===== config.mk =====
export PLATFORM = sky130hd
export DESIGN_NAME = cns_nmt_slave
export DESIGN_NICKNAME = d
export VERILOG_FILES = /design/src/hdl/cns_pkg.sv /design/src/hdl/cns_nmt_slave.sv
export SDC_FILE = /design/constraint.sdc
export NUM_CORES = 2
export LEC_CHECK = 0
export BUFFER_PORTS_ARGS = -buffer_cell sky130_fd_sc_hd__buf_2
export CAP_MARGIN = 25
export CORE_MARGIN = 4
export CORE_UTILIZATION = 25
export CTS_CLUSTER_SIZE = 16
export DETAILED_ROUTE_END_ITERATION = 6
export SYNTH_ARGS = -nofsm -noshare
export SYNTH_HDL_FRONTEND = slang
export SYNTH_SLANG_ARGS = --single-unit

===== constraint.sdc =====
create_clock -name aclk -period 6.5 [get_ports aclk]
set_input_delay 0.65 -clock aclk [delete_from_list [all_inputs] [get_ports aclk]]
set_output_delay 0.65 -clock aclk [all_outputs]
set_load 0.005 [all_outputs]

===== src/hdl/cns_pkg.sv =====
// constants shared by the canopen slave network-management block
package cns_pkg;
  // timing
  localparam int CLK_PERIOD_NS = 20;
  localparam int MS_NS         = 1000000;
  localparam int CYC_PER_MS    = MS_NS / CLK_PERIOD_NS;
  // object indices; byte address is four times the index
  localparam logic [15:0] IDX_GUARD = 16'h100C;
  localparam logic [15:0] IDX_LIFE  = 16'h100D;
  localparam logic [15:0] IDX_HBEAT = 16'h1017;
  localparam logic [15:0] A_GUARD   = {IDX_GUARD[13:0], 2'b00};
  localparam logic [15:0] A_LIFE    = {IDX_LIFE[13:0], 2'b00};
  localparam logic [15:0] A_HBEAT   = {IDX_HBEAT[13:0], 2'b00};
  localparam logic [15:0] A_CTRL    = 16'h0000;
  localparam logic [15:0] A_NODE    = 16'h0004;
  localparam logic [15:0] A_STAT    = 16'h0008;
  localparam logic [15:0] A_SEL     = 16'h000C;
  localparam logic [15:0] A_COUNT   = 16'h0010;
  localparam logic [15:0] A_ENTRY   = 16'h0014;
  localparam logic [15:0] A_COBID   = 16'h0018;
  // field positions
  localparam int CTRL_RESTART  = 8;
  localparam int CTRL_SUPPRESS = 9;
  localparam int ST_TOGGLE     = 7;
  localparam int ST_LIFE_ERR   = 8;
  localparam int ST_BUSY       = 9;
  localparam int COB_VALID     = 31;
  // nmt state codes
  localparam logic [6:0] NMT_STOPPED = 7'h04;
  localparam logic [6:0] NMT_OPER    = 7'h05;
  localparam logic [6:0] NMT_PREOP   = 7'h7F;
  // frame identifiers; pdo 0..3 transmit, 4..7 receive
  localparam logic [10:0] COB_NMT_ERR = 11'h700;
  localparam logic [7:0][10:0] COB_PDO = {11'h500, 11'h400, 11'h300, 11'h200,
                                          11'h480, 11'h380, 11'h280, 11'h180};
  localparam logic [7:0] BOOT_DATA = 8'h00;
  localparam logic [3:0] DLC_ONE   = 4'h1;
  // preset mapping entries <index><subindex><bit length>
  localparam logic [7:0][3:0][31:0] MAP_PRESET = {
    {32'h0, 32'h0, 32'h0, 32'h60FE0120},
    {32'h0, 32'h0, 32'h0, 32'h60420010},
    {32'h0, 32'h0, 32'h60810020, 32'h607A0020},
    {32'h0, 32'h32020220, 32'h60600008, 32'h60400010},
    {32'h0, 32'h0, 32'h0, 32'h60FD0020},
    {32'h0, 32'h0, 32'h0, 32'h60440010},
    {32'h0, 32'h0, 32'h0, 32'h60640020},
    {32'h0, 32'h0, 32'h60610008, 32'h60410010}};
  localparam logic [7:0][7:0] MAP_CNT_RST = {8'h01, 8'h01, 8'h02, 8'h03,
                                             8'h01, 8'h01, 8'h01, 8'h02};
  // bus answers
  localparam logic [1:0] RESP_OKAY   = 2'b00;
  localparam logic [1:0] RESP_SLVERR = 2'b10;
endpackage


===== src/hdl/cns_nmt_slave.sv =====
// canopen slave: pdo mapping store, boot-up, node guarding, heartbeat
// How it works
// - count subindex gives entries; zero disables
// - receive pdos preset 200h-500h plus node
// - transmit pdos preset 180h-480h plus node
// - pre-operational entry sends 700h+node, byte 00
// - boot-up frame unconfirmed, no acknowledge awaited
// - boot-up frame suppressible by configuration bit
// - guarding and heartbeat never both active
// - remote request 700h+node gets one response
// - response holds state bits 6-0, toggling bit 7
// - guard time in milliseconds is stored
// - life time is guard time times factor
// - response sent within life time, correct content
// - nonzero heartbeat period sends state cyclically
// - no consumer time stored in slave
// - cob changes apply only at restart
//
// The AXI4-Lite interface to the registers is this design's own decision.
`timescale 1ns/100ps
`default_nettype none
module cns_nmt_slave #(
  parameter int          CYC_MS  = cns_pkg::CYC_PER_MS,
  parameter logic [6:0]  NODE_ID = 7'h01
) (
  // clock and reset
  input  wire logic         aclk,
  input  wire logic         aresetn,
  // axi4-lite write
  input  wire logic [15:0]  s_axi_awaddr,
  input  wire logic         s_axi_awvalid,
  output logic              s_axi_awready,
  input  wire logic [31:0]  s_axi_wdata,
  input  wire logic [3:0]   s_axi_wstrb,
  input  wire logic         s_axi_wvalid,
  output logic              s_axi_wready,
  output logic [1:0]        s_axi_bresp,
  output logic              s_axi_bvalid,
  input  wire logic         s_axi_bready,
  // axi4-lite read
  input  wire logic [15:0]  s_axi_araddr,
  input  wire logic         s_axi_arvalid,
  output logic              s_axi_arready,
  output logic [31:0]       s_axi_rdata,
  output logic [1:0]        s_axi_rresp,
  output logic              s_axi_rvalid,
  input  wire logic         s_axi_rready,
  // received remote requests from the can controller
  input  wire logic         rtr_valid,
  input  wire logic [10:0]  rtr_id,
  // frames to the can controller
  output logic              tx_valid,
  output logic [10:0]       tx_id,
  output logic [3:0]        tx_dlc,
  output logic [7:0]        tx_data,
  input  wire logic         tx_ready,
  // pdo configuration towards the process-data engine
  output logic [7:0][10:0]  pdo_cob_id,
  output logic [7:0]        pdo_active,
  output logic [6:0]        nmt_state
);

  ////////////////////////////////////////////////////////////////////////////
  // state
  logic              awr_reg, awr_next, bv_reg, bv_next, arr_reg, arr_next;
  logic              rv_reg, rv_next;
  logic [1:0]        br_reg, br_next, rr_reg, rr_next;
  logic [31:0]       rd_reg, rd_next;
  logic [15:0]       guard_reg, guard_next, hb_reg, hb_next;
  logic [7:0]        life_reg, life_next;
  logic [6:0]        state_reg, state_next, node_cfg_reg, node_cfg_next;
  logic [6:0]        node_reg, node_next;
  logic              supp_reg, supp_next, tog_reg, tog_next;
  logic              lerr_reg, lerr_next;
  logic [4:0]        sel_reg, sel_next;
  logic [7:0][7:0]   cnt_reg, cnt_next;
  logic [7:0][3:0][31:0] ent_reg, ent_next;
  logic [7:0]        inv_cfg_reg, inv_cfg_next, inv_reg, inv_next;
  logic [7:0][10:0]  cob_reg, cob_next;
  logic [7:0]        act_reg, act_next;
  logic              boot_p_reg, boot_p_next, grd_p_reg, grd_p_next;
  logic              hb_p_reg, hb_p_next;
  logic              txv_reg, txv_next;
  logic [10:0]       txid_reg, txid_next;
  logic [7:0]        txd_reg, txd_next;
  logic [15:0]       cyc_reg, cyc_next, hbms_reg, hbms_next;
  logic              tick_reg, tick_next;
  logic [23:0]       lms_reg, lms_next;
  logic              arm_reg, arm_next;

  // merge written bytes into a stored word
  function automatic logic [31:0] merge(input logic [31:0] old,
                                        input logic [31:0] nw,
                                        input logic [3:0]  strb);
    logic [31:0] r;
    r = old;
    for (int b = 0; b < 4; b++)
      if (strb[b]) r[8*b +: 8] = nw[8*b +: 8];
    return r;
  endfunction

  ////////////////////////////////////////////////////////////////////////////
  // next-state logic for bus, configuration and frame services
  always_comb
  begin
    logic        wr, hit_w, hit_r, restart, guard_on;
    logic [31:0] w, rv;
    logic [2:0]  p;
    logic [1:0]  e;
    logic [23:0] life_lim;
    wr = awr_reg;
    w  = 32'h0;
    rv = 32'h0;
    hit_w = 1'b1;
    hit_r = 1'b1;
    restart = 1'b0;
    p = sel_reg[2:0];
    e = sel_reg[4:3];
    awr_next = awr_reg; bv_next = bv_reg; br_next = br_reg;
    arr_next = arr_reg; rv_next = rv_reg; rr_next = rr_reg; rd_next = rd_reg;
    guard_next = guard_reg; life_next = life_reg; hb_next = hb_reg;
    state_next = state_reg; node_cfg_next = node_cfg_reg; node_next = node_reg;
    supp_next = supp_reg; tog_next = tog_reg; lerr_next = lerr_reg;
    sel_next = sel_reg; cnt_next = cnt_reg; ent_next = ent_reg;
    inv_cfg_next = inv_cfg_reg; inv_next = inv_reg; cob_next = cob_reg;
    boot_p_next = boot_p_reg; grd_p_next = grd_p_reg; hb_p_next = hb_p_reg;
    txv_next = txv_reg; txid_next = txid_reg; txd_next = txd_reg;
    cyc_next = cyc_reg; hbms_next = hbms_reg; tick_next = 1'b0;
    lms_next = lms_reg; arm_next = arm_reg;
    // mutual exclusion: a running heartbeat disables guarding
    guard_on = (hb_reg == 16'h0);
    life_lim = guard_reg * life_reg;

    // write channel: address and data are taken together, one word per beat
    awr_next = s_axi_awvalid && s_axi_wvalid && !awr_reg && !bv_reg;
    if (bv_reg && s_axi_bready)
      bv_next = 1'b0;
    if (wr)
    begin
      bv_next = 1'b1;
      unique case ({s_axi_awaddr[15:2], 2'b00})
        cns_pkg::A_GUARD: guard_next = 16'(merge({16'h0, guard_reg},
                                       s_axi_wdata, s_axi_wstrb));
        cns_pkg::A_LIFE:  life_next = 8'(merge({24'h0, life_reg},
                                      s_axi_wdata, s_axi_wstrb));
        cns_pkg::A_HBEAT: hb_next = 16'(merge({16'h0, hb_reg},
                                    s_axi_wdata, s_axi_wstrb));
        cns_pkg::A_CTRL:
        begin
          w = merge({22'h0, supp_reg, 2'b00, state_reg}, s_axi_wdata,
                    s_axi_wstrb);
          state_next = w[6:0];
          supp_next  = w[cns_pkg::CTRL_SUPPRESS];
          restart    = w[cns_pkg::CTRL_RESTART];
        end
        cns_pkg::A_NODE:  node_cfg_next = s_axi_wstrb[0] ? s_axi_wdata[6:0]
                                                         : node_cfg_reg;
        cns_pkg::A_STAT:
          if (s_axi_wstrb[1] && s_axi_wdata[cns_pkg::ST_LIFE_ERR])
            lerr_next = 1'b0;
        cns_pkg::A_SEL:   sel_next = s_axi_wstrb[0] ? s_axi_wdata[4:0] : sel_reg;
        cns_pkg::A_COUNT: cnt_next[p] = s_axi_wstrb[0] ? s_axi_wdata[7:0]
                                                       : cnt_reg[p];
        cns_pkg::A_ENTRY: ent_next[p][e] = merge(ent_reg[p][e], s_axi_wdata,
                                                 s_axi_wstrb);
        cns_pkg::A_COBID:
          if (s_axi_wstrb[3])
            inv_cfg_next[p] = s_axi_wdata[cns_pkg::COB_VALID];
        default: hit_w = 1'b0;
      endcase
      br_next = hit_w ? cns_pkg::RESP_OKAY : cns_pkg::RESP_SLVERR;
    end

    // read channel: one word answered the cycle after the address is taken
    arr_next = s_axi_arvalid && !arr_reg && !rv_reg;
    if (rv_reg && s_axi_rready)
      rv_next = 1'b0;
    if (arr_reg)
    begin
      unique case ({s_axi_araddr[15:2], 2'b00})
        cns_pkg::A_GUARD: rv = {16'h0, guard_reg};
        cns_pkg::A_LIFE:  rv = {24'h0, life_reg};
        cns_pkg::A_HBEAT: rv = {16'h0, hb_reg};
        cns_pkg::A_CTRL:  rv = {22'h0, supp_reg, 2'b00, state_reg};
        cns_pkg::A_NODE:  rv = {9'h0, node_reg, 9'h0, node_cfg_reg};
        cns_pkg::A_STAT:  rv = {22'h0, txv_reg, lerr_reg, tog_reg, state_reg};
        cns_pkg::A_SEL:   rv = {27'h0, sel_reg};
        cns_pkg::A_COUNT: rv = {24'h0, cnt_reg[p]};
        cns_pkg::A_ENTRY: rv = ent_reg[p][e];
        cns_pkg::A_COBID: rv = {inv_cfg_reg[p], 20'h0, cob_reg[p]};
        default:          hit_r = 1'b0;
      endcase
      rv_next = 1'b1;
      rd_next = rv;
      rr_next = hit_r ? cns_pkg::RESP_OKAY : cns_pkg::RESP_SLVERR;
    end

    // millisecond time base shared by heartbeat and life-time watch
    if (cyc_reg == 16'(CYC_MS - 1))
    begin
      cyc_next  = 16'h0;
      tick_next = 1'b1;
    end
    else
      cyc_next = cyc_reg + 16'h1;

    // transmit: one frame held until the controller takes it, no reply
    // is ever awaited for boot-up or heartbeat
    if (txv_reg && tx_ready)
      txv_next = 1'b0;
    if (!txv_reg || tx_ready)
    begin
      if (boot_p_reg)
      begin
        txv_next    = 1'b1;
        txid_next   = cns_pkg::COB_NMT_ERR + 11'(node_reg);
        txd_next    = cns_pkg::BOOT_DATA;
        boot_p_next = 1'b0;
      end
      else if (grd_p_reg)
      begin
        txv_next   = 1'b1;
        txid_next  = cns_pkg::COB_NMT_ERR + 11'(node_reg);
        txd_next   = {tog_reg, state_reg};
        tog_next   = !tog_reg;
        grd_p_next = 1'b0;
      end
      else if (hb_p_reg)
      begin
        txv_next  = 1'b1;
        txid_next = cns_pkg::COB_NMT_ERR + 11'(node_reg);
        txd_next  = {1'b0, state_reg};
        hb_p_next = 1'b0;
      end
    end

    // guarding: matching remote request queues exactly one response
    if (rtr_valid && guard_on &&
        rtr_id == cns_pkg::COB_NMT_ERR + 11'(node_reg))
    begin
      grd_p_next = 1'b1;
      lms_next   = 24'h0;
      arm_next   = (life_lim != 24'h0);
    end
    else if (tick_reg && arm_reg)
    begin
      // the master's polling is watched; a miss latches the error bit
      if (lms_reg + 24'h1 >= life_lim)
      begin
        lerr_next = 1'b1;
        arm_next  = 1'b0;
      end
      else
        lms_next = lms_reg + 24'h1;
    end
    if (!guard_on)
      arm_next = 1'b0;

    // heartbeat producer; only the period is held, no consumer time
    if (hb_reg == 16'h0)
      hbms_next = 16'h0;
    else if (tick_reg)
    begin
      if (hbms_reg + 16'h1 >= hb_reg)
      begin
        hbms_next = 16'h0;
        hb_p_next = 1'b1;
      end
      else
        hbms_next = hbms_reg + 16'h1;
    end

    // communication restart: identifiers take effect here, not on the write
    if (restart)
    begin
      node_next   = node_cfg_next;
      inv_next    = inv_cfg_next;
      for (int i = 0; i < 8; i++)
        cob_next[i] = cns_pkg::COB_PDO[i] + 11'(node_cfg_next);
      state_next  = cns_pkg::NMT_PREOP;
      tog_next    = 1'b0;
      boot_p_next = !supp_next;
      grd_p_next  = 1'b0;
    end
  end

  // a pdo is live only with a nonzero count and a clear valid bit
  always_comb
  begin
    for (int i = 0; i < 8; i++)
      act_next[i] = (cnt_reg[i] != 8'h0) && !inv_reg[i];
  end

  ////////////////////////////////////////////////////////////////////////////
  // registers; reset enters pre-operational and queues a boot-up frame
  always_ff @(posedge aclk)
  begin
    if (!aresetn)
    begin
      awr_reg <= 1'b0; bv_reg <= 1'b0; br_reg <= cns_pkg::RESP_OKAY;
      arr_reg <= 1'b0; rv_reg <= 1'b0; rr_reg <= cns_pkg::RESP_OKAY;
      rd_reg <= 32'h0;
      guard_reg <= 16'h0; life_reg <= 8'h0; hb_reg <= 16'h0;
      state_reg <= cns_pkg::NMT_PREOP;
      node_cfg_reg <= NODE_ID; node_reg <= NODE_ID;
      supp_reg <= 1'b0; tog_reg <= 1'b0; lerr_reg <= 1'b0;
      sel_reg <= 5'h0;
      cnt_reg <= cns_pkg::MAP_CNT_RST;
      ent_reg <= cns_pkg::MAP_PRESET;
      inv_cfg_reg <= 8'h0; inv_reg <= 8'h0;
      for (int i = 0; i < 8; i++)
        cob_reg[i] <= cns_pkg::COB_PDO[i] + 11'(NODE_ID);
      act_reg <= 8'h0;
      boot_p_reg <= 1'b1; grd_p_reg <= 1'b0; hb_p_reg <= 1'b0;
      txv_reg <= 1'b0; txid_reg <= 11'h0; txd_reg <= 8'h0;
      cyc_reg <= 16'h0; tick_reg <= 1'b0; hbms_reg <= 16'h0;
      lms_reg <= 24'h0; arm_reg <= 1'b0;
    end
    else
    begin
      awr_reg <= awr_next; bv_reg <= bv_next; br_reg <= br_next;
      arr_reg <= arr_next; rv_reg <= rv_next; rr_reg <= rr_next;
      rd_reg <= rd_next;
      guard_reg <= guard_next; life_reg <= life_next; hb_reg <= hb_next;
      state_reg <= state_next;
      node_cfg_reg <= node_cfg_next; node_reg <= node_next;
      supp_reg <= supp_next; tog_reg <= tog_next; lerr_reg <= lerr_next;
      sel_reg <= sel_next; cnt_reg <= cnt_next; ent_reg <= ent_next;
      inv_cfg_reg <= inv_cfg_next; inv_reg <= inv_next; cob_reg <= cob_next;
      act_reg <= act_next;
      boot_p_reg <= boot_p_next; grd_p_reg <= grd_p_next;
      hb_p_reg <= hb_p_next;
      txv_reg <= txv_next; txid_reg <= txid_next; txd_reg <= txd_next;
      cyc_reg <= cyc_next; tick_reg <= tick_next; hbms_reg <= hbms_next;
      lms_reg <= lms_next; arm_reg <= arm_next;
    end
  end

  ////////////////////////////////////////////////////////////////////////////
  // outputs, all straight from flip-flops except tx_dlc, which is a constant
  assign s_axi_awready = awr_reg;
  assign s_axi_wready  = awr_reg;
  assign s_axi_bvalid  = bv_reg;
  assign s_axi_bresp   = br_reg;
  assign s_axi_arready = arr_reg;
  assign s_axi_rvalid  = rv_reg;
  assign s_axi_rresp   = rr_reg;
  assign s_axi_rdata   = rd_reg;
  assign tx_valid      = txv_reg;
  assign tx_id         = txid_reg;
  assign tx_dlc        = cns_pkg::DLC_ONE;  // every frame here is one byte
  assign tx_data       = txd_reg;
  assign pdo_cob_id    = cob_reg;
  assign pdo_active    = act_reg;
  assign nmt_state     = state_reg;

endmodule // cns_nmt_slave
`default_nettype wire


# Word level (Yosys, flattened, before mapping)
# Cells that the tools add are included.
# word_totals
reg_bits	1390
latchBits	0
ramBits	0
mem_bits_ro	0
in_bits	88
out_inout_bits	168
mem_count	0
# classes
addsub	12
multipliers	1
n_div	0
order_cmp	6
eq_ne	21
shift	0
muxes	89
n_bitwise	3
reduce_logical	78
# op_table
operator	n
$bwmux 1024	1
$bmux 128 s3	1
$demux 128 s3	1
$pmux 32 s10	1
$mux 128	2
$mux 8	21
$eq 14x13->1 const B	6
$eq 14x3->1 const B	6
$bmux 32 s2	1
$bwmux 64	1
$demux 32 s2	1
$mux 32	2
$reduce_bool 8->1	8
$eq 14x2->1 const B	4
$add 10x7->11 const A	4
$mux 11	4
$mux 1	40
$add 11x7->11 const A	3
$bmux 11 s3	1
$add 16x1->16 const B	2
$eq 14x1->1 const B	2
$logic_not 14->1	2
$add 24x1->24 const B	1
$bmux 8 s3	1
31 further kinds	94

# Logic depth before layout (Yosys ltp)
# depth
depth_word	8
mapped_depth	29
depth_no_buf	27

# Worst setup path before layout
# OpenSTA, ideal clock, no wires.
# synth_timing
kind	register -> register
start	register life_reg[2]
end	register lms_reg[21]
setup_time_ns	0.128
arrival_time_ns	6.753
t_required_ns	6.372
setup_slack_ns	-0.380
stages_incl_launch_ff	27
synth_period_minus_slack_ns	6.880
path_cell_list	dfxtp_1 > clkbuf_1 > nand2_1 > fa_1 > fa_1 > inv_1 > fa_1 > inv_1 > fa_1 > inv_1 > ha_1 > a21o_1 > a221oi_1 > a21oi_1 > o31a_1 > or3_1 > ha_1 > a21o_1 > a21o_1 > a21oi_1 > or4_1 > nand4_1 > nor3_1 > clkbuf_1 > nand2_1 > xor2_1 > nor2_1
# synth_via
elab_chain_len	4
# synth_rtl
element	line_no	text
from (decl)	cns_nmt_slave.sv:70	logic [7:0] life_reg, life_next;
from (signal assigned)	cns_nmt_slave.sv:324	guard_reg <= guard_next; life_reg <= life_next; hb_reg <= hb_next;
$mul 16x8->24	cns_nmt_slave.sv:132	life_lim = guard_reg * life_reg;
$ge 24x24->1	cns_nmt_slave.sv:248	if (lms_reg + 24'h1 >= life_lim)
$not 1->1 (no line)	-	
$reduce_and 2->1 (no line)	-	
to (signal assigned)	cns_nmt_slave.sv:335	lms_reg <= lms_next; arm_reg <= arm_next;
to (decl)	cns_nmt_slave.sv:88	logic [23:0] lms_reg, lms_next;
# No other way between the ends.
# A chain may end at the register's enable or synchronous reset.

# Worst setup path in the final report
# layout_timing
start	register life_reg[3]
end	register arm_reg
# layout_via
elab_chain_len	4
elab_cells_between_ends	6
# layout_rtl
element	line_no	text
$mul 16x8->24 (*)	cns_nmt_slave.sv:132	
$ge 24x24->1	cns_nmt_slave.sv:248	
$reduce_bool 2->1 (no line)	-	
$reduce_and 2->1 (no line)	-	
to (signal assigned)	cns_nmt_slave.sv:335	
to (decl)	cns_nmt_slave.sv:89	logic arm_reg, arm_next;
# Mark *: on every way between the ends. The rest lies on a longest branch, timed or not.

==> flow_metrics.env <==
export IMPL_die_w_um=508
export IMPL_synthFlopType="dfxtp_1"
export IMPL_drt_wl_total_um=255000
export IMPL_grt_usage_pct=18.9
export IMPL_vias_per_cell=5.33
export IMPL_ir_worst_vdd_mv=0.294
export IMPL_drive_above_1_share_pct=13.5
export IMPL_grt_pass1_wl_um=372000
export IMPL_maxSlewHeadroom_pct=18.4
export IMPL_maxCapViolCount=0
export IMPL_dp_slack_ns=-0.454
export IMPL_grtUsageMet2_pct=29.6
export IMPL_synth_top_area_share_pct=41.5
export IMPL_synthCells=7701
export IMPL_regToRegEndpoint="arm_reg"
export IMPL_worstPathMaxFanout=6
export IMPL_cts_buffers=135
export IMPL_use_met3_pct=4.58
export IMPL_cp_start_kind="flip-flop"
export IMPL_fin_crit_sh_pct=97.7
export IMPL_largest_reg_flops=1024
export IMPL_status="completed"
export IMPL_grt_use_met1_pct=23.9
export IMPL_reg2reg_from="life_reg[3]"
export IMPL_combinationalPowerShare_pct=3.1
export IMPL_vias=58900
export IMPL_core_um2=249000
export IMPL_fmax_mhz=158
export IMPL_ys_warn_count=0
export IMPL_gp_congestion=0.899
export IMPL_grt_setup_unrepaired="true"
export IMPL_end_kind="flip-flop"
export IMPL_path_class="reg2reg"
export IMPL_io_pins=256
export IMPL_synth_top_cell_by_area="dfxtp_1"
export IMPL_worst_slew_pin_slew_ns=1.22
export IMPL_fin_worst_skew_ns=0.0291
export IMPL_crit_arrival_ns=6.99
export IMPL_max_clock_path_buffers=3
export IMPL_min_path_type="in2reg"
export IMPL_synth_cell_type_count=88
export IMPL_async_reset_ff_share_pct=0
export IMPL_fin_nets=7885
export IMPL_grt_antenna_before_repair=28
export IMPL_grt_busiest_layer="met2"
export IMPL_dieArea_um2=258000
export IMPL_grt_pass1_vias=56000
export IMPL_seqPwrFrac_pct=48.5
export IMPL_reg2regPathDepth=24
export IMPL_grt_max_degree=223
export IMPL_ff2ff_setup_slack_ns=0.15
export IMPL_ant_nets=0
export IMPL_synth_edf_count=0
export IMPL_die_y_um=508
export IMPL_syn2layout_area_growth_pct=14.6
export IMPL_yosysSeqAreaShare_pct=41.5
export IMPL_cts_tree="done"
export IMPL_synth_most_common_cell="nand2_1"
export IMPL_drc=0
export IMPL_clk_latency_ns=0.80
export IMPL_period_minus_slack_ns=6.35
export IMPL_hold_viol_final=0
export IMPL_p_leak_nw=25.8
export IMPL_cts_sinks=1297
export IMPL_power_density_nw_per_um2=229
export IMPL_syn_area_um2=62600
export IMPL_portBuffers=212
export IMPL_holdCritStartpoint="s_axi_wvalid"
export IMPL_synth_seq_cells=1297
export IMPL_rows=183
export IMPL_switching_share_pct=23.5
export IMPL_initial_core_util_pct=25.1
export IMPL_power_frac_clock_pct=48.4
export IMPL_hold_buffers=0
export IMPL_gr_total_overflow=0
export IMPL_synth_area_leaders="dfxtp_1 (41%), nand2_1 (12%), a21oi_1 (7.7%)"
export IMPL_avgSynthCellArea_um2=8.13
export IMPL_utilization_pct=28.8
export IMPL_root_buffer="clkbuf_16"
export IMPL_worst_slack_ns=0.152
export IMPL_setup_viol=0
export IMPL_drv_slew=0
export IMPL_p_int_mw=12.6
export IMPL_drt_pre_antenna_iters=6
export IMPL_tns_ns=0
export IMPL_htree_levels=4
export IMPL_cp_required_ns=7.15
export IMPL_power_switching_mw=3.87
export IMPL_wire_per_inst_um=23.1
export IMPL_worstHoldEndpoint="s_axi_awready"
export IMPL_drt_iter0_markers=7412
export IMPL_whs_path_depth=3
export IMPL_path_clk_slew_ns=0.06
export IMPL_detailed_place_hpwl_um=163000
export IMPL_synthTopCellsByCount="nand2_1 (1989), dfxtp_1 (1297), a21oi_1 (965)"
area by class of cell:
| type | count | area (um2) |
|---|---|---|
| clock buffer | 194 | 3920 |
| antenna | 6 | 15.0 |
| inverter | 124 | 475 |
| timing repair buffer | 485 | 3490 |
| clock inverter | 37 | 490 |
| multi-input combinational | 5582 | 33200 |
| sequential | 1297 | 26000 |
| tap | 3330 | 4170 |
| fill | 26300 | 177000 |
through the flow:
step / instances / hold slack, ns / area (um2) / power (mW)
finish: 11100 / 0.0876 / 71700 / 16.4
global route: 11100 / 0.0869 / 71700 / 16.8
CTS: 11000 / 0.0503 / 71200 / 16.5
detailed placement: 10800 / 0.439 / 66700 / 8.63
global placement: 10800 / 0.430 / 66500 / 8.62
floorplan: 7738 / 0.400 / 62700 / 8.45
cells in the final DEF (no fill, tap or decap), types with 37 or more instances in the layout:
master     instances
and2_1           210
buf_2            213
o21ai_0          194
buf_4            232
inv_1            117
xor2_1            63
nor3_1            80
nor2_1           390
mux2_2           124
mux4_2            52
nand4_1           37
o211ai_1          64
dfxtp_1         1280
a21oi_1          957
fa_1              84
nand3_1          148
ha_1              80
mux2i_1          172
a221oi_1         113
nand2_1         1976
clkbuf_16        139
conb_1            39
a22oi_1          187
cell families (layout without fill, tap and decap cells):
group / count (synthesis) / in the layout / share of synthesized area (%)
muxes: 356 / 356 / 7.03
and+or+nand+nor: 3118 / 3118 / 21.3
other: 2 / 45 / 0.0120
DFF: 1297 / 1297 / 41.5
buffers and inverters: 859 / 840 / 6.71
xor gates and xnor gates: 97 / 97 / 1.36
AOI/OAI and AO/OA: 1800 / 1800 / 17.6
adders and majority gates: 172 / 172 / 4.45
worst max-delay path: stages (launching register included):
cell and delay, ns:
dfxtp_4 0.38, buf_4 0.16, buf_6 0.13, and2_1 0.15
fa_1 0.52, fa_1 0.46, fa_1 0.56, inv_1 0.05
fa_1 0.49, inv_2 0.05, ha_4 0.17, a211oi_4 0.24
o211ai_1 0.12, and3_1 0.18, a311o_1 0.35, or4b_1 0.55
nand3_2 0.12, ha_4 0.17, nand3_4 0.08, or4_1 0.48
nand4_1 0.24, or2_4 0.24, a21boi_2 0.06, o211ai_1 0.21
a31oi_1 0.06
routing by layer:
metal,part of all wire [%],wire (um)
met5,0.016,41
met3,11,29100
met1,39,99600
met4,5.8,14900
met2,44,112000
worst max-delay path by stage:
stage	start	end	slack [ns]	depth (start not counted)
3_5_place_dp	life_reg[3]	lms_reg[23]	-0.45	25
3_3_place_gp	guard_reg[4]	lms_reg[23]	-0.35	24
2_1_floorplan	life_reg[2]	lms_reg[21]	0.05	26
5_1_grt	guard_reg[5]	arm_reg	-0.12	27
4_1_cts	life_reg[2]	arm_reg	-0.005	23
6_report	life_reg[3]	arm_reg	0.15	24
power groups by stage:
stage	Clock (mW)	Sequential, mW	Combinational (mW)
global route	8.32	7.96	0.524
finish	7.96	7.96	0.504
floorplan	0	8.14	0.310
CTS	8.02	7.97	0.482
global placement	0	8.15	0.475
detailed placement	0	8.15	0.481
what timing repair did:
item	CTS	global route
buffers inserted	2	13
endpoints found under the setup margin	26	26
gates resized for setup	10	88
pin swaps	3	48
Power figures use the tool's default switching activity.
